`src/sac_pkg.sv`:
```
// Shared constants and types of the smoke front-end control register bank
package sac_pkg;

    // ******************************************************************
    // Bus geometry
    // ******************************************************************
    localparam int ADDR_W = 3;
    localparam int DATA_W = 8;
    localparam int AMP_N  = 2;

    // ******************************************************************
    // Register offsets
    // ******************************************************************
    localparam logic [2:0] SWITCH_OFS    = 3'h0;
    localparam logic [2:0] GAIN0_OFS     = 3'h1;
    localparam logic [2:0] GAIN1_OFS     = 3'h2;
    localparam logic [2:0] AMP0_CTRL_OFS = 3'h3;
    localparam logic [2:0] AMP1_CTRL_OFS = 3'h4;
    localparam logic [2:0] AMP0_TRIM_OFS = 3'h5;
    localparam logic [2:0] AMP1_TRIM_OFS = 3'h6;

    // ******************************************************************
    // Values after reset
    // ******************************************************************
    localparam logic [7:0] SWITCH_RST = 8'h00;
    localparam logic [7:0] GAIN0_RST  = 8'h00;
    localparam logic [7:0] GAIN1_RST  = 8'h00;
    localparam logic [7:0] CTRL_RST   = 8'h00;
    localparam logic [7:0] TRIM_RST   = 8'h20;

    // ******************************************************************
    // Writable bit masks
    // ******************************************************************
    localparam logic [7:0] SWITCH_MASK = 8'h7F;
    localparam logic [7:0] GAIN0_MASK  = 8'h3F;
    localparam logic [7:0] GAIN1_MASK  = 8'hFF;
    localparam logic [7:0] CTRL_MASK   = 8'h43;
    localparam logic [7:0] TRIM_MASK   = 8'hFF;

    // ******************************************************************
    // Field positions
    // ******************************************************************
    localparam int CPL_MSB  = 6;
    localparam int CPL_LSB  = 5;
    localparam int EN_BIT   = 6;
    localparam int STAT_BIT = 5;
    localparam int CAL_BIT  = 7;
    localparam int REF_BIT  = 6;
    localparam int R3_MSB   = 7;
    localparam int R3_LSB   = 6;

    // ******************************************************************
    // Resistance steps and synchroniser depth
    // ******************************************************************
    localparam logic [12:0] R_STEP_KOHM  = 13'h0064;
    localparam logic [5:0]  R3_STEP_KOHM = 6'h0A;
    localparam int          SYNC_STAGES  = 3;

    // ******************************************************************
    // Encodings
    // ******************************************************************
    typedef enum logic [1:0] {
        SAC_CPL_EXT_A = 2'b00,
        SAC_CPL_AC    = 2'b01,
        SAC_CPL_EXT_B = 2'b10,
        SAC_CPL_DC    = 2'b11
    } sac_coupling_t;

    typedef enum logic [1:0] {
        SAC_BW_5K   = 2'b00,
        SAC_BW_40K  = 2'b01,
        SAC_BW_600K = 2'b10,
        SAC_BW_2M   = 2'b11
    } sac_bandwidth_t;

endpackage : sac_pkg

```
`src/sac_amp_ctrl.sv`:
```
// Per-amplifier decode of control and trim settings into analog outputs
`timescale 1ns/100ps
module sac_amp_ctrl (
    // Clock and reset
    input  wire logic       clock_in,
    input  wire logic       rstn_in,
    // Next register values and filtered comparator level
    input  wire logic [7:0] ctrl_nxt_in,
    input  wire logic [7:0] trim_nxt_in,
    input  wire logic       amp_level_in,
    // Analog controls and gated comparator status
    output logic            enable_out,
    output logic [1:0]      bandwidth_out,
    output logic            cal_mode_out,
    output logic            cal_ref_sel_out,
    output logic [5:0]      trim_out,
    output logic            cal_close_out,
    output logic            status_out
);

    // Built from next values so the analog side follows a write at once
    always_ff @(posedge clock_in or negedge rstn_in) begin
        if (!rstn_in) begin
            enable_out      <= 1'b0;
            bandwidth_out   <= sac_pkg::SAC_BW_5K;
            cal_mode_out    <= 1'b0;
            cal_ref_sel_out <= 1'b0;
            trim_out        <= sac_pkg::TRIM_RST[5:0];
            cal_close_out   <= 1'b0;
        end else begin
            enable_out      <= ctrl_nxt_in[sac_pkg::EN_BIT];
            bandwidth_out   <= ctrl_nxt_in[1:0];
            cal_mode_out    <= trim_nxt_in[sac_pkg::CAL_BIT];
            cal_ref_sel_out <= trim_nxt_in[sac_pkg::REF_BIT];
            trim_out        <= trim_nxt_in[5:0];
            cal_close_out   <= trim_nxt_in[sac_pkg::CAL_BIT] & trim_nxt_in[sac_pkg::REF_BIT];
        end
    end

    // Status forced low outside calibration
    always_ff @(posedge clock_in or negedge rstn_in) begin
        if (!rstn_in) begin
            status_out <= 1'b0;
        end else begin
            status_out <= trim_nxt_in[sac_pkg::CAL_BIT] & amp_level_in;
        end
    end

endmodule : sac_amp_ctrl

```
`src/sac_sync.sv`:
```
// Three-stage input synchroniser with agreement filter
`timescale 1ns/100ps
module sac_sync (
    // Clock and reset
    input  wire logic clock_in,
    input  wire logic rstn_in,
    // Raw and filtered level
    input  wire logic async_in,
    output logic      level_out
);

    logic [sac_pkg::SYNC_STAGES-1:0] stage_r;
    logic                            level_r;

    always_ff @(posedge clock_in or negedge rstn_in) begin
        if (!rstn_in) begin
            stage_r <= '0;
        end else begin
            stage_r <= {stage_r[sac_pkg::SYNC_STAGES-2:0], async_in};
        end
    end

    // Stage 0 is only read by stage 1; a change counts once 1 and 2 agree
    always_ff @(posedge clock_in or negedge rstn_in) begin
        if (!rstn_in) begin
            level_r <= 1'b0;
        end else if (stage_r[1] == stage_r[2]) begin
            level_r <= stage_r[2];
        end
    end

    assign level_out = level_r;

endmodule : sac_sync

```
`src/smoke_afe_control_regs.sv`:
```
// Control and status register bank of the two-amplifier smoke front end
//
// Decided for this implementation: the strobed register port and the address map.
`timescale 1ns/100ps
module smoke_afe_control_regs (
    // Clock and reset
    input  wire logic        clock_in,
    input  wire logic        rstn_in,
    // Register port
    input  wire logic [2:0]  addr_in,
    input  wire logic [7:0]  wdata_in,
    input  wire logic        wr_in,
    input  wire logic        rd_in,
    output logic      [7:0]  rdata_out,
    // Amplifier comparator levels
    input  wire logic        amp0_status_in,
    input  wire logic        amp1_status_in,
    // Coupling mode
    output logic             ext_mode_out,
    output logic             ac_coupling_out,
    output logic             dc_coupling_out,
    // Front-end switches
    output logic             front_switch_a_out,
    output logic             front_switch_b_out,
    output logic             front_switch_c_out,
    output logic             front_switch_d_out,
    output logic             front_switch_e_out,
    // Gain resistor networks
    output logic      [5:0]  first_gain_code_out,
    output logic      [12:0] first_res_kohm_out,
    output logic      [5:0]  second_gain_code_out,
    output logic      [12:0] second_res_kohm_out,
    output logic      [5:0]  third_res_kohm_out,
    // Amplifier 0 controls
    output logic             amp0_enable_out,
    output logic      [1:0]  amp0_bandwidth_out,
    output logic             amp0_cal_mode_out,
    output logic             amp0_cal_ref_sel_out,
    output logic      [5:0]  amp0_trim_out,
    // Amplifier 1 controls
    output logic             amp1_enable_out,
    output logic      [1:0]  amp1_bandwidth_out,
    output logic             amp1_cal_mode_out,
    output logic             amp1_cal_ref_sel_out,
    output logic      [5:0]  amp1_trim_out
);

    // ******************************************************************
    // Register storage
    // ******************************************************************
    logic [7:0] switch_r;
    logic [7:0] switch_nxt;
    logic [7:0] gain0_r;
    logic [7:0] gain0_nxt;
    logic [7:0] gain1_r;
    logic [7:0] gain1_nxt;
    logic [7:0] ctrl_r     [sac_pkg::AMP_N];
    logic [7:0] ctrl_nxt   [sac_pkg::AMP_N];
    logic [7:0] trim_r     [sac_pkg::AMP_N];
    logic [7:0] trim_nxt   [sac_pkg::AMP_N];
    logic [7:0] rdata_r;
    logic [7:0] rdata_nxt;

    // ******************************************************************
    // Per-amplifier signals
    // ******************************************************************
    logic [sac_pkg::AMP_N-1:0] amp_raw;
    logic [sac_pkg::AMP_N-1:0] amp_level;
    logic [sac_pkg::AMP_N-1:0] amp_enable;
    logic [1:0]                amp_bw       [sac_pkg::AMP_N];
    logic [sac_pkg::AMP_N-1:0] amp_cal;
    logic [sac_pkg::AMP_N-1:0] amp_ref;
    logic [5:0]                amp_trim     [sac_pkg::AMP_N];
    logic [sac_pkg::AMP_N-1:0] amp_status;
    logic [sac_pkg::AMP_N-1:0] amp_close_nxt;

    // ******************************************************************
    // Output flops of the shared controls
    // ******************************************************************
    logic        ext_mode_r;
    logic        ac_coupling_r;
    logic        dc_coupling_r;
    logic [4:0]  switch_out_r;
    logic [5:0]  first_code_r;
    logic [12:0] first_res_r;
    logic [5:0]  second_code_r;
    logic [12:0] second_res_r;
    logic [5:0]  third_res_r;

    assign amp_raw = {amp1_status_in, amp0_status_in};

    // ******************************************************************
    // Write decode
    // ******************************************************************
    // Masked writes keep unimplemented and read-only bits at zero
    always_comb begin
        switch_nxt = switch_r;
        gain0_nxt  = gain0_r;
        gain1_nxt  = gain1_r;
        if (wr_in && addr_in == sac_pkg::SWITCH_OFS) begin
            switch_nxt = wdata_in & sac_pkg::SWITCH_MASK;
        end
        if (wr_in && addr_in == sac_pkg::GAIN0_OFS) begin
            gain0_nxt = wdata_in & sac_pkg::GAIN0_MASK;
        end
        if (wr_in && addr_in == sac_pkg::GAIN1_OFS) begin
            gain1_nxt = wdata_in & sac_pkg::GAIN1_MASK;
        end
    end

    always_comb begin
        ctrl_nxt[0] = ctrl_r[0];
        ctrl_nxt[1] = ctrl_r[1];
        trim_nxt[0] = trim_r[0];
        trim_nxt[1] = trim_r[1];
        if (wr_in && addr_in == sac_pkg::AMP0_CTRL_OFS) begin
            ctrl_nxt[0] = wdata_in & sac_pkg::CTRL_MASK;
        end
        if (wr_in && addr_in == sac_pkg::AMP1_CTRL_OFS) begin
            ctrl_nxt[1] = wdata_in & sac_pkg::CTRL_MASK;
        end
        if (wr_in && addr_in == sac_pkg::AMP0_TRIM_OFS) begin
            trim_nxt[0] = wdata_in & sac_pkg::TRIM_MASK;
        end
        if (wr_in && addr_in == sac_pkg::AMP1_TRIM_OFS) begin
            trim_nxt[1] = wdata_in & sac_pkg::TRIM_MASK;
        end
    end

    // ******************************************************************
    // Registers
    // ******************************************************************
    always_ff @(posedge clock_in or negedge rstn_in) begin
        if (!rstn_in) begin
            switch_r <= sac_pkg::SWITCH_RST;
        end else begin
            switch_r <= switch_nxt;
        end
    end

    always_ff @(posedge clock_in or negedge rstn_in) begin
        if (!rstn_in) begin
            gain0_r <= sac_pkg::GAIN0_RST;
            gain1_r <= sac_pkg::GAIN1_RST;
        end else begin
            gain0_r <= gain0_nxt;
            gain1_r <= gain1_nxt;
        end
    end

    always_ff @(posedge clock_in or negedge rstn_in) begin
        if (!rstn_in) begin
            ctrl_r[0] <= sac_pkg::CTRL_RST;
            ctrl_r[1] <= sac_pkg::CTRL_RST;
        end else begin
            ctrl_r[0] <= ctrl_nxt[0];
            ctrl_r[1] <= ctrl_nxt[1];
        end
    end

    // Trim midpoint after reset so an uncalibrated amplifier sits centred
    always_ff @(posedge clock_in or negedge rstn_in) begin
        if (!rstn_in) begin
            trim_r[0] <= sac_pkg::TRIM_RST;
            trim_r[1] <= sac_pkg::TRIM_RST;
        end else begin
            trim_r[0] <= trim_nxt[0];
            trim_r[1] <= trim_nxt[1];
        end
    end

    // ******************************************************************
    // Per-amplifier channels
    // ******************************************************************
    for (genvar gi = 0; gi < sac_pkg::AMP_N; gi++) begin : g_amp
        sac_sync u_sync (
            .clock_in  (clock_in),
            .rstn_in   (rstn_in),
            .async_in  (amp_raw[gi]),
            .level_out (amp_level[gi])
        );

        sac_amp_ctrl u_ctrl (
            .clock_in        (clock_in),
            .rstn_in         (rstn_in),
            .ctrl_nxt_in     (ctrl_nxt[gi]),
            .trim_nxt_in     (trim_nxt[gi]),
            .amp_level_in    (amp_level[gi]),
            .enable_out      (amp_enable[gi]),
            .bandwidth_out   (amp_bw[gi]),
            .cal_mode_out    (amp_cal[gi]),
            .cal_ref_sel_out (amp_ref[gi]),
            .trim_out        (amp_trim[gi]),
            // Closure is taken from next values below, so this copy is unused
            .cal_close_out   (),
            .status_out      (amp_status[gi])
        );

        assign amp_close_nxt[gi] = trim_nxt[gi][sac_pkg::CAL_BIT] & trim_nxt[gi][sac_pkg::REF_BIT];
    end

    // ******************************************************************
    // Coupling mode and switches
    // ******************************************************************
    always_ff @(posedge clock_in or negedge rstn_in) begin
        if (!rstn_in) begin
            ext_mode_r    <= 1'b1;
            ac_coupling_r <= 1'b0;
            dc_coupling_r <= 1'b0;
        end else begin
            case (sac_pkg::sac_coupling_t'(switch_nxt[sac_pkg::CPL_MSB:sac_pkg::CPL_LSB]))
                sac_pkg::SAC_CPL_AC: begin
                    ext_mode_r    <= 1'b0;
                    ac_coupling_r <= 1'b1;
                    dc_coupling_r <= 1'b0;
                end
                sac_pkg::SAC_CPL_DC: begin
                    ext_mode_r    <= 1'b0;
                    ac_coupling_r <= 1'b0;
                    dc_coupling_r <= 1'b1;
                end
                default: begin
                    ext_mode_r    <= 1'b1;
                    ac_coupling_r <= 1'b0;
                    dc_coupling_r <= 1'b0;
                end
            endcase
        end
    end

    // Calibration with reference select overrides switches a and c closed; b is not guarded
    always_ff @(posedge clock_in or negedge rstn_in) begin
        if (!rstn_in) begin
            switch_out_r <= 5'h00;
        end else begin
            switch_out_r[0] <= switch_nxt[0] | (|amp_close_nxt);
            switch_out_r[1] <= switch_nxt[1];
            switch_out_r[2] <= switch_nxt[2] | (|amp_close_nxt);
            switch_out_r[3] <= switch_nxt[3];
            switch_out_r[4] <= switch_nxt[4];
        end
    end

    // ******************************************************************
    // Gain resistor networks
    // ******************************************************************
    always_ff @(posedge clock_in or negedge rstn_in) begin
        if (!rstn_in) begin
            first_code_r  <= 6'h00;
            first_res_r   <= 13'h0000;
            second_code_r <= 6'h00;
            second_res_r  <= 13'h0000;
            third_res_r   <= sac_pkg::R3_STEP_KOHM;
        end else begin
            first_code_r  <= gain0_nxt[5:0];
            first_res_r   <= 13'({7'h00, gain0_nxt[5:0]} * sac_pkg::R_STEP_KOHM);
            second_code_r <= gain1_nxt[5:0];
            second_res_r  <= 13'({7'h00, gain1_nxt[5:0]} * sac_pkg::R_STEP_KOHM);
            third_res_r   <= 6'(({4'h0, gain1_nxt[sac_pkg::R3_MSB:sac_pkg::R3_LSB]} + 6'h01)
                                * sac_pkg::R3_STEP_KOHM);
        end
    end

    // ******************************************************************
    // Read path
    // ******************************************************************
    // Status is inserted at read time; stored bit 5 of control is always zero
    always_comb begin
        rdata_nxt = 8'h00;
        if (rd_in) begin
            case (addr_in)
                sac_pkg::SWITCH_OFS:    rdata_nxt = switch_r;
                sac_pkg::GAIN0_OFS:     rdata_nxt = gain0_r;
                sac_pkg::GAIN1_OFS:     rdata_nxt = gain1_r;
                sac_pkg::AMP0_CTRL_OFS: rdata_nxt = ctrl_r[0] | {2'b00, amp_status[0], 5'h00};
                sac_pkg::AMP1_CTRL_OFS: rdata_nxt = ctrl_r[1] | {2'b00, amp_status[1], 5'h00};
                sac_pkg::AMP0_TRIM_OFS: rdata_nxt = trim_r[0];
                sac_pkg::AMP1_TRIM_OFS: rdata_nxt = trim_r[1];
                default:                rdata_nxt = 8'h00;
            endcase
        end
    end

    // Read data hold only in the cycle after the strobe
    always_ff @(posedge clock_in or negedge rstn_in) begin
        if (!rstn_in) begin
            rdata_r <= 8'h00;
        end else begin
            rdata_r <= rdata_nxt;
        end
    end

    // ******************************************************************
    // Output assignment
    // ******************************************************************
    assign rdata_out            = rdata_r;
    assign ext_mode_out         = ext_mode_r;
    assign ac_coupling_out      = ac_coupling_r;
    assign dc_coupling_out      = dc_coupling_r;
    assign front_switch_a_out   = switch_out_r[0];
    assign front_switch_b_out   = switch_out_r[1];
    assign front_switch_c_out   = switch_out_r[2];
    assign front_switch_d_out   = switch_out_r[3];
    assign front_switch_e_out   = switch_out_r[4];
    assign first_gain_code_out  = first_code_r;
    assign first_res_kohm_out   = first_res_r;
    assign second_gain_code_out = second_code_r;
    assign second_res_kohm_out  = second_res_r;
    assign third_res_kohm_out   = third_res_r;
    assign amp0_enable_out      = amp_enable[0];
    assign amp0_bandwidth_out   = amp_bw[0];
    assign amp0_cal_mode_out    = amp_cal[0];
    assign amp0_cal_ref_sel_out = amp_ref[0];
    assign amp0_trim_out        = amp_trim[0];
    assign amp1_enable_out      = amp_enable[1];
    assign amp1_bandwidth_out   = amp_bw[1];
    assign amp1_cal_mode_out    = amp_cal[1];
    assign amp1_cal_ref_sel_out = amp_ref[1];
    assign amp1_trim_out        = amp_trim[1];

endmodule : smoke_afe_control_regs

```
`config.mk`:
```
export PLATFORM = sky130hd
export DESIGN_NAME = smoke_afe_control_regs
export DESIGN_NICKNAME = d
export VERILOG_FILES = /design/src/sac_pkg.sv /design/src/sac_amp_ctrl.sv /design/src/sac_sync.sv /design/src/smoke_afe_control_regs.sv
export SDC_FILE = /design/constraint.sdc
export NUM_CORES = 1
export LEC_CHECK = 0
export ABC_AREA = 0
export BUFFER_PORTS_ARGS = -buffer_cell sky130_fd_sc_hd__buf_2
export CAP_MARGIN = 20
export CORE_MARGIN = 4
export CORE_UTILIZATION = 50
export DETAILED_ROUTE_END_ITERATION = 8
export PLACE_DENSITY = 0.77
export RECOVER_POWER = 25
export SLEW_MARGIN = 10
export SYNTH_ARGS = -nofsm -noshare
export SYNTH_HDL_FRONTEND = slang
export SYNTH_SLANG_ARGS = --single-unit
```
`constraint.sdc`:
```
create_clock -name clock_in -period 4.85 [get_ports clock_in]
set_input_delay 0 -clock clock_in [delete_from_list [all_inputs] [get_ports clock_in]]
set_output_delay 0 -clock clock_in [all_outputs]
set_load 0.005 [all_outputs]
```
Word-level counts from Yosys, hierarchy flattened
Index checks and enable logic that the tools add are counted.
- register bits after elaboration: 124
- latch bits: 0
- RAM bits: 0
- memory bits (read-only): 0
- bits of input ports: 17
- output and inout bits: 82
- logic and storage cells: 76
- memories: 0
- add/sub/neg operators: 1
- multiply operators: 3
- divide/modulo/power cells: 0
- magnitude comparators: 0
- eq/ne operators: 10
- shift operators: 0
- multiplexer cells: 12
- bitwise logic cells: 8
- reduce and logical (&&, ||, !) cells: 10
- operators by type and width (cell ; count):
    $pmux W8 S7 ; 1
    $mux W8 ; 4
    $mul A6 B5 Y11 const B ; 2
    $mux W7 ; 3
    $or A7 B6 Y7 ; 2
    $eq A3 B3 Y1 const B ; 3
    $logic_and A1 B1 Y1 ; 7
    $eq A3 B2 Y1 const B ; 2
    $mux W6 ; 1
    $mul A3 B3 Y5 const B ; 1
    $and A1 B1 Y1 ; 4
    $reduce_or A2 Y1 ; 2
    $add A2 B1 Y3 const B ; 1
    $eq A3 B1 Y1 const B ; 1
    $logic_not A3 Y1 ; 1
    $mux W1 ; 3
    $eq A1 B1 Y1 ; 2
    $eq A2 B1 Y1 const B ; 1
    $eq A2 B2 Y1 const B ; 1
    $or A1 B1 Y1 ; 2

Logic depth before layout (Yosys ltp)
Gate-level depths: netlist (run 1).
- depth after elaboration: 6
- mapped depth: 13

By module
From an unflattened synthesis (run 1), not the netlist that was laid out.
- cell total of the unflattened synthesis: 438
- area, all modules: 5657.9 µm²
- by module, submodules not included (module ; instances ; cells an instance ; area each (µm²)):
    smoke_afe_control_regs ; 1 ; 398 ; 4757.1
    sac_amp_ctrl ; 2 ; 15 ; 339.1
    sac_sync ; 2 ; 5 ; 111.4

Worst setup path after synthesis (run 1)
OpenSTA, ideal clock, no wires.
- kind: input to register
- start point: input addr_in[2]
- end point: register second_res_r[11] (netlist: second_res_kohm_out[11])
- library setup time: 0.090 ns
- arrival: 3.058 ns
- required time: 4.760 ns
- setup slack: 1.702 ns
- cell stages on the path: 12
- buffers on the path: 2
- cell sequence: buf_4 -> nand2b_1 -> nor2_2 -> buf_4 -> mux2_2 -> ha_1 -> ha_1 -> ha_1 -> ha_1 -> o21ai_0 -> or4b_2 -> o2111ai_1
- word-level cells in the longest chain between the ends: 4
- RTL lines (item ; line ; source):
    start: declaration ; smoke_afe_control_regs.sv:10 ; input wire logic [2:0] addr_in,
    $eq A3 B2 Y1 ; smoke_afe_control_regs.sv:106 ; if (wr_in && addr_in == sac_pkg::GAIN1_OFS) begin
    $logic_and A1 B1 Y1 ; smoke_afe_control_regs.sv:106 ;
    $mux W8 ; smoke_afe_control_regs.sv:106 ;
    named net gain1_nxt[4] ; smoke_afe_control_regs.sv:56 ; logic [7:0] gain1_nxt;
    $mul A6 B5 Y11 ; smoke_afe_control_regs.sv:258 ; second_res_r <= 13'({7'h00, gain1_nxt[5:0]} * sac_pkg::R_STEP_KOHM);
    end signal: assignment ; smoke_afe_control_regs.sv:258 ;
    end: declaration ; smoke_afe_control_regs.sv:87 ; logic [12:0] second_res_r;
The timed path passes the listed nets, and every way through them passes these cells.
A chain may end at the register's enable or synchronous reset.

Final worst setup path (run 1)
- start point: input addr_in[1]
- end point: register second_res_r[11] (netlist: second_res_kohm_out[11])
Same word-level chain as after synthesis.

==> impl_metrics.json, run 1 <==
{
  "grt_setup_unrepaired": "false",
  "cts_sinks": 86,
  "synth_common_cells": "dfrtp_1, ha_1, mux2_2, buf_4, mux2i_1",
  "yosys.area.top_type": "dfrtp_1",
  "post_cts_resized": 0,
  "grt_max_degree": 50,
  "drive_above_1_share": 0.352,
  "core_sq_um": 8850,
  "slowest_delay_ns": 0.62,
  "first_global_vias": 3186,
  "slew_headroom": -0.325,
  "crit_path_end_kind": "register",
  "worstReg2RegStart": "second_gain_code_out[4]$_DFF_PN0_",
  "ant_nets": 0,
  "setup_viol": 0,
  "synth_area_leaders": "dfrtp_1, ha_1, mux2_2",
  "grt_util_all_layers": 0.190,
  "intPower_mw": 1.71,
  "ys.flop_type": "dfrtp_1",
  "synthesis.area_sq_um": 4630,
  "nets": 517,
  "drtIter0Drc": 107,
  "cts_tree": "done",
  "path_max_fanout": 24,
  "post-route-drc-count": 0,
  "synth_top_area_share": 0.438,
  "path_class": "input pin to register",
  "leakage_nw": 2.61,
  "syn-instance-count": 363,
  "max-vdd-ir-drop_mv": 0.275,
  "place_congestion": 0.791,
  "htree_levels": 3,
  "hold_ws_ns": 0.0147,
  "clk_pin_slew_ns": 0.08,
  "areaGrowthSynthToFinish_pct": 15.5,
  "yosysSeqAreaShare": 0.466,
  "vias": 3133,
  "wirelength_microns": 9990,
  "timing.critical_path.buf_inv": 1,
  "holdPathEnd": "g_amp[0].u_ctrl.bandwidth_out[0]$_DFFE_PN0P_",
  "num_io_pins": 99,
  "status": "finished with violations",
  "vias_per_cell": 5.55,
  "n_antenna_cell": 0,
  "period_needed_ns": 3.53,
  "crit_required_ns": 5.12,
  "crit_top_cell": "ha_1",
  "portBuffers": 93,
  "grt_antenna_before_repair": 0,
  "die_height_microns": 104,
  "clk-insertion-delay-late_ns": 0.36,
  "setup_tns_ns": 0,
  "fmax_ghz": 0.284,
  "pwr-share-seq": 0.390,
  "finish.utilization": 0.605,
  "post-route-period-util": 0.727,
  "placed_cell_area_sq_um": 5040,
  "dp_hpwl_microns": 7390,
  "place_ws_ns": 1.01,
  "dieArea_sq_um": 10900,
  "critPathLaunchType": "input pin",
  "initial_core_util": 0.523,
  "synth_seq_cells": 86,
  "arrival_ns": 3.79,
  "switching_share": 0.345,
  "r2r_end": "second_res_kohm_out[11]$_DFF_PN0_",
  "cp_top_family": "simple AND/OR/NAND/NOR gates",
  "row_count": 34,
  "hp-start": "wdata_in[0]",
  "p_clk_frac": 0.213,
  "crit_path_top_delay_cell": "or4b_2",
  "switchingPower_mw": 0.899,
  "final_hold_viol_count": 0,
  "finalInstanceArea_sq_um": 5350,
  "syn_avg_cell_area_sq_um": 12.8,
  "p_per_area_nw_per_um2": 487,
  "die_x_microns": 104,
  "reg2reg_setup_slack_ns": 1.94,
  "async_flop_share": 1.00,
  "grt_pass1_wl_microns": 16600,
  "cts_max_path_buffers": 2,
  "numCtsBuffers": 9,
  "tightest_slew_ns": 1.99,
  "power_frac_comb": 0.398,
  "wl_per_cell_microns": 17.7,
  "grt_overflow": 0,
  "path_cells": "buf_2, nand2b_1, nor2_2, mux2_2, ha_1, ha_1, ha_1, ha_1, o21ai_0, or4b_2, o2111ai_1",
  "maxSlewViolCount": 39,
  "dr.pass1.iters": 4,
  "synth_edf_count": 0,
  "synth_warnings": 0,
  "cts-root-buf": "clkbuf_8",
  "hold_path_depth": 2,
  "yosysMostFrequentCell": "dfrtp_1",
  "reg2reg_depth": 8,
  "cap_violations": 1,
  "violations": "max-capacitance violations, max-slew violations",
  "yosysUniqueCellTypes": 58,
  "fin_skew_ns": 0.00953,
  "worstHoldPathType": "input pin to register",
  "fin_ws_ns": 1.32
}
[registers in the layout (all words and copies together) (netlist names), 5 cells and up, named ones only]
name                   flops
second_res_kohm_out        8
rdata_out                  8
first_res_kohm_out         8
g_amp.u_ctrl.trim_out     10
switch_r                   5
second_gain_code_out       5
first_gain_code_out        5
trim_r                     6
g_amp.u_sync.stage_r       6
[routing by layer]
layer | part of all wire | track usage
met5 | 0 | 0
met4 | 0.011 | 0.0484
met3 | 0.049 | 0.0490
met2 | 0.50 | 0.320
met1 | 0.44 | 0.245
[through the flow]
stage	instances	power [mW]
final	565	2.61
after global routing	565	2.83
after CTS	565	2.65
after detailed placement	539	2.07
after global placement	539	2.04
after floorplan	367	1.72
[how the worst max path moves through the flow]
stage | start | endpoint | slack (ns) | cells past startpoint
2_1_floorplan | addr_in[2] | second_res_kohm_out[11]$_DFF_PN0_ | 1.70 | 12
3_3_place_gp | addr_in[1] | second_res_kohm_out[11]$_DFF_PN0_ | 1.10 | 11
3_5_place_dp | addr_in[1] | second_res_kohm_out[11]$_DFF_PN0_ | 1.01 | 11
4_1_cts | addr_in[1] | second_res_kohm_out[11]$_DFF_PN0_ | 1.37 | 11
5_1_grt | addr_in[1] | second_res_kohm_out[11]$_DFF_PN0_ | 1.14 | 11
6_report | addr_in[1] | second_res_kohm_out[11]$_DFF_PN0_ | 1.32 | 11
[power groups by stage]
stage                     combinational [mW]  sequential (mW)  clock (mW)
after detailed placement                1.04             1.03           0
after CTS                               1.06             1.02       0.568
after floorplan                        0.700             1.02           0
final                                   1.04             1.02       0.555
after global placement                  1.01             1.03           0
after global routing                    1.18             1.04       0.606
[area by class of cell]
class                      instances  area, sq um
inverter                          14         52.6
tap                              108          135
multi-input combinational        237         2220
clock inverter                     7         97.6
sequential                        86         2160
fill                             718         3500
timing repair buffer             104          563
clock buffer                       9          124
[layout by cell type, fill, tap and decap left out, drive strengths merged, types with 3 or more instances in the layout]
cell type | synthesis | final
buf | 28 | 86
dfrtp | 81 | 81
mux2 | 47 | 47
ha | 46 | 46
clkbuf | 2 | 17
mux2i | 16 | 16
inv | 14 | 15
dlygate4sd3 | 0 | 10
nor2 | 9 | 9
a21oi | 8 | 8
nand3 | 7 | 7
nand3b | 7 | 7
o21ai | 6 | 6
nand2 | 6 | 6
a21o | 5 | 5
conb | 1 | 5
dfstp | 5 | 5
nand4b | 5 | 5
nand2b | 4 | 4
a211o | 4 | 4
o21a | 4 | 4
nor2b | 4 | 4
o211ai | 4 | 4
nor3b | 3 | 3
a211oi | 3 | 3
a31oi | 3 | 3
xor2 | 3 | 3
xnor2 | 3 | 3
nor3 | 3 | 3
[kinds of logic (layout without fill, tap and decap cells)]
group	after synthesis	in the layout	share of synthesized area
compound gates	53	53	0.0832
xor+xnor	6	6	0.0113
fa+ha+maj	50	50	0.137
buf+inv	44	134	0.0578
flops	86	86	0.466
mux	64	64	0.154
other cells	1	5	0.000810
simple gates	59	59	0.0900
[timing repair]
action / CTS / global route
hold buffers: 10 / 0
buffers inserted: 0 / 0
hold endpoints to repair: 58 / 0
No activity file was read; power rests on OpenSTA's default activity.
==> inputs of run 2 (changes only) <==
==> constraint.sdc (replaced) <==
create_clock -name clock_in -period 3.3 [get_ports clock_in]
set_input_delay 0 -clock clock_in [delete_from_list [all_inputs] [get_ports clock_in]]
set_output_delay 0 -clock clock_in [all_outputs]
set_load 0.005 [all_outputs]
==> run 2 against run 1 <==
  * The run still ends with max-capacitance violations, max-slew violations left
  * Sequential cell count did not move
  * Non-clock buffer count grew 10
  * Hold slack better by 0.032 ns
  * Clock skew decreased by 0.0023 ns
  * Critical path type is now register to register
  * Largest power group unchanged
==> impl_metrics.json, run 2 (same netlist as run 1, synthesis figures left out) <==
{
  "status": "finished with violations",
  "violations": "max-capacitance violations, max-slew violations",
  "place_congestion": 0.818,
  "drive_above_1_share": 0.364,
  "vias_per_cell": 5.58,
  "clk_pin_slew_ns": 0.09,
  "ant_nets": 0,
  "dieArea_sq_um": 10900,
  "grt_overflow": 0,
  "nets": 527,
  "initial_core_util": 0.523,
  "tightest_slew_ns": 2.22,
  "post-route-period-util": 0.894,
  "max-vdd-ir-drop_mv": 0.382,
  "path_max_fanout": 4,
  "p_per_area_nw_per_um2": 709,
  "maxSlewViolCount": 76,
  "vias": 3211,
  "crit_required_ns": 3.56,
  "num_io_pins": 99,
  "grt_max_degree": 87,
  "critPathLaunchType": "register",
  "clk-insertion-delay-late_ns": 0.35,
  "dp_hpwl_microns": 7370,
  "post_cts_resized": 0,
  "fin_total_pwr_mw": 3.86,
  "drtIter0Drc": 127,
  "fin_ws_ns": 0.350,
  "post-route-drc-count": 0,
  "grt_util_all_layers": 0.196,
  "wl_per_cell_microns": 17.8,
  "largest_reg_flops": 10,
  "setup_tns_ns": 0,
  "setup_viol": 0,
  "first_global_vias": 3408,
  "die_height_microns": 104,
  "numCtsBuffers": 9,
  "top_register": "g_amp.u_ctrl.trim_out",
  "htree_levels": 3,
  "nFillCells": 701,
  "n_antenna_cell": 0,
  "die_x_microns": 104,
  "slew_headroom": -0.483,
  "fmax_ghz": 0.339,
  "grt_pass1_wl_microns": 17100,
  "cts_max_path_buffers": 2,
  "final_common_cell": "buf_2",
  "cts_tree": "done",
  "final_cell_mix": "buf_2, dfrtp_1, ha_1",
  "path_class": "register to register",
  "period_needed_ns": 2.95,
  "cap_violations": 2,
  "grt_antenna_before_repair": 0,
  "grt_setup_unrepaired": "false",
  "multi_input_area_sq_um": 2220,
  "wirelength_microns": 10200,
  "seqCellArea_sq_um": 2160,
  "row_count": 34,
  "hold_buffers": 11,
  "dr.pass1.iters": 4,
  "cts_sinks": 86,
  "final_hold_viol_count": 0,
  "arrival_ns": 3.21,
  "crit_path_end_kind": "register",
  "leakage_nw": 2.67,
  "worstHoldPathType": "input pin to register",
  "areaGrowthSynthToFinish_pct": 17.5,
  "postCtsSetupBuffers": 0,
  "core_sq_um": 8850,
  "place_ws_ns": 0.0973,
  "cts-root-buf": "clkbuf_8",
  "fin_skew_ns": 0.00724,
  "portBuffers": 93
}
-- run 2: critical path: stages (launching register included) --
cell and delay, ns:
dfrtp_1 0.42, mux2_1 0.37, ha_1 0.31, ha_1 0.30
ha_1 0.29, ha_1 0.34, o21ai_0 0.11, or4b_2 0.61
o2111ai_1 0.11
-- run 2: final timing paths --
path / end / slack [ns] / from / depth (start not counted)
max in group asynchronous: second_res_kohm_out[12]$_DFF_PN0_ / 1.19 / rstn_in / 2
min reg2reg: g_amp[0].u_sync.stage_r[1]$_DFF_PN0_ / 0.36 / g_amp[0].u_sync.stage_r[0]$_DFF_PN0_ / 0
min: ctrl_r[1]$_DFFE_PN0P_ / 0.05 / wdata_in[1] / 2
max reg2reg: second_res_kohm_out[11]$_DFF_PN0_ / 0.35 / second_gain_code_out[3]$_DFF_PN0_ / 8
max: second_res_kohm_out[11]$_DFF_PN0_ / 0.35 / second_gain_code_out[3]$_DFF_PN0_ / 8
min in group asynchronous: ctrl_r[1]$_DFFE_PN0P_ / 0.84 / rstn_in / 2
-- run 2: metrics by stage --
step,instances,hold slack [ns],instance area (sq um),utilization
detailed placement,547,0.115,5100,0.577
global placement,547,0.108,5100,0.577
CTS,574,0.0355,5440,0.614
finish,575,0.0466,5440,0.615
global route,575,0.0425,5440,0.615
floorplan,367,-0.296,4650,-
-- run 2: power breakdown --
part | switching (mW) | internal, mW
combinational | 0.786 | 0.764
sequential | 0.155 | 1.34
clock | 0.375 | 0.444
total | 1.32 | 2.54
-- run 2: final cells by class --
class                      instances  share of cell area
multi-input combinational        237               0.408
sequential                        86               0.396
timing repair buffer             114               0.120
clock buffer                      10              0.0253
tap                              108              0.0248
clock inverter                     6              0.0156
inverter                          14             0.00965
-- run 2: metal layers --
metal | wire [microns] | vias up | part of all wire | GRT usage
li1 | - | 1503 | - | -
met1 | 4360 | 1587 | 0.43 | 0.248
met2 | 5060 | 103 | 0.50 | 0.322
met3 | 631 | 18 | 0.062 | 0.0528
met4 | 173 | 0 | 0.017 | 0.0712
met5 | 0 | - | 0 | 0
==> inputs of run 3 (changes only) <==
--- a/config.mk
+++ b/config.mk
@@ -6,13 +6,15 @@
 export NUM_CORES = 1
 export LEC_CHECK = 0
 export ABC_AREA = 0
-export BUFFER_PORTS_ARGS = -buffer_cell sky130_fd_sc_hd__buf_2
+export ABC_CLOCK_PERIOD_IN_PS = 3300
+export BUFFER_PORTS_ARGS = -buffer_cell sky130_fd_sc_hd__buf_4
 export CAP_MARGIN = 20
 export CORE_MARGIN = 4
 export CORE_UTILIZATION = 50
 export DETAILED_ROUTE_END_ITERATION = 8
 export PLACE_DENSITY = 0.77
 export RECOVER_POWER = 25
+export SKIP_LAST_GASP = 1
 export SLEW_MARGIN = 10
 export SYNTH_ARGS = -nofsm -noshare
 export SYNTH_HDL_FRONTEND = slang
==> run 3 against run 2 <==
  * The run still ends with max-capacitance violations, max-slew violations left
  * Sequential power about the same
  * Via count down 1.2%
  * Global-route usage down 0.075 points
  * Utilization up 2.7 points
  * Critical path type unchanged
==> impl_metrics.json, run 3 (same netlist as run 1, synthesis figures left out) <==
{
  "multi_input_area_sq_um": 2220,
  "maxSlewViolCount": 65,
  "nets": 526,
  "violations": "max-capacitance violations, max-slew violations",
  "grt_pass1_wl_microns": 17000,
  "htree_levels": 3,
  "slew_headroom": -0.0433,
  "place_congestion": 0.821,
  "postCtsSetupBuffers": 0,
  "wirelength_microns": 10200,
  "drtIter0Drc": 77,
  "dieArea_sq_um": 10900,
  "fin_ws_ns": 0.382,
  "cts_max_path_buffers": 2,
  "cts_tree": "done",
  "fin_skew_ns": 0.00990,
  "num_io_pins": 99,
  "setup_tns_ns": 0,
  "first_global_vias": 3222,
  "worstReg2RegStart": "second_gain_code_out[4]$_DFF_PN0_",
  "hp-start": "addr_in[1]",
  "final_cells": 574,
  "place_ws_ns": 0.107,
  "die_height_microns": 104,
  "ant_nets": 0,
  "grt_util_all_layers": 0.195,
  "reg2reg_setup_slack_ns": 0.38,
  "clk_pin_slew_ns": 0.09,
  "wl_per_cell_microns": 17.8,
  "initial_core_util": 0.523,
  "seqCellArea_sq_um": 2160,
  "critPathLaunchType": "register",
  "hold_path_depth": 4,
  "reg2reg_depth": 8,
  "p_per_area_nw_per_um2": 714,
  "post-route-drc-count": 0,
  "post_cts_resized": 0,
  "largest_reg_flops": 10,
  "setup_viol": 0,
  "cts-root-buf": "clkbuf_8",
  "dr.pass1.iters": 4,
  "worstHoldPathType": "input pin to register",
  "period_needed_ns": 2.92,
  "max-vdd-ir-drop_mv": 0.373,
  "clk-insertion-delay-late_ns": 0.35,
  "crit_required_ns": 3.57,
  "tightest_slew_ns": 1.57,
  "final_hold_viol_count": 0,
  "crit_path_end_kind": "register",
  "cts_sinks": 86,
  "hold_ws_ns": 0.0878,
  "r2r_end": "second_res_kohm_out[11]$_DFF_PN0_",
  "final_cell_mix": "buf_4, dfrtp_1, mux2_2, ha_1, mux2i_1",
  "grt_max_degree": 87,
  "grt_setup_unrepaired": "false",
  "vias_per_cell": 5.53,
  "path_class": "register to register",
  "holdPathEnd": "rdata_out[4]$_DFF_PN0_",
  "top_register": "g_amp.u_ctrl.trim_out",
  "numPlacedInstances": 544,
  "grt_overflow": 0,
  "final_common_cell": "buf_4",
  "arrival_ns": 3.19,
  "grt_antenna_before_repair": 0,
  "post-route-period-util": 0.884,
  "nFillCells": 667,
  "areaGrowthSynthToFinish_pct": 22.7,
  "drive_above_1_share": 0.373,
  "leakage_nw": 2.75,
  "core_sq_um": 8850,
  "cap_violations": 1,
  "die_x_microns": 104,
  "row_count": 34,
  "path_max_fanout": 4,
  "n_antenna_cell": 0,
  "vias": 3172,
  "status": "finished with violations",
  "portBuffers": 93,
  "fmax_ghz": 0.343,
  "numCtsBuffers": 9,
  "dp_hpwl_microns": 7380
}
[run 3: changes by cell type in the layout (fill, tap and decap cells not counted), moves of 3 or more]
cell,before,now
buf_2,89,0
buf_4,8,96
clkbuf_1,5,1
mux2_1,4,1
mux2_2,43,46
[run 3: area by class of cell]
cell class | instances | area share
timing repair buffer | 113 | 0.154
tap | 108 | 0.0238
inverter | 14 | 0.00925
clock inverter | 5 | 0.0156
sequential | 86 | 0.380
clock buffer | 11 | 0.0266
multi-input combinational | 237 | 0.391
[run 3: through the flow]
| stage | power [mW] | util | cell area, sq um |
|---|---|---|---|
| after floorplan | 2.53 | - | 4650 |
| after global placement | 3.15 | 0.600 | 5310 |
| after detailed placement | 3.20 | 0.600 | 5310 |
| after CTS | 4.09 | 0.642 | 5680 |
| after global routing | 4.37 | 0.642 | 5680 |
| final | 4.06 | 0.642 | 5680 |
[run 3: timing repair]
| action | 4_1_cts | 5_1_grt |
|---|---|---|
| hold buffers | 13 | 0 |
| endpoints found under the hold margin | 129 | 0 |
| endpoints found under the setup margin | 0 | 0 |
[run 3: worst max path at each step]
stage                                                 start                                 to  slack [ns]  depth (start not counted)
after global routing                                rstn_in                          async pin        0.23                          3
after global placement                           addr_in[2]  second_res_kohm_out[11]$_DFF_PN0_        0.18                         12
after floorplan                                  addr_in[2]  second_res_kohm_out[11]$_DFF_PN0_        0.15                         12
after CTS                 second_gain_code_out[4]$_DFF_PN0_  second_res_kohm_out[11]$_DFF_PN0_        0.38                          8
after detailed placement                         addr_in[2]  second_res_kohm_out[11]$_DFF_PN0_        0.11                         12
final                     second_gain_code_out[4]$_DFF_PN0_  second_res_kohm_out[11]$_DFF_PN0_        0.38                          8
[run 3: per-layer routing]
layer	global-route usage	part of all wire	up-vias
li1	-	-	1501
met1	0.256	0.44	1569
met2	0.323	0.49	94
met3	0.0509	0.053	8
met4	0.0465	0.011	0
met5	0	0	-
[run 3: worst max-delay path, cell delays in order, from the launching register on]
cell       delay [ns]
dfrtp_1          0.44
mux2_2           0.32
ha_1             0.30
ha_1             0.29
ha_1             0.29
ha_1             0.33
o21ai_0          0.13
or4b_2           0.62
o2111ai_1        0.11
[run 3: power breakdown]
part	leakage (nW)	switching, mW	internal [mW]	total [mW]
Clock	0.122	0.394	0.477	0.871
Combinational	1.60	0.789	0.897	1.69
Sequential	1.03	0.166	1.34	1.50
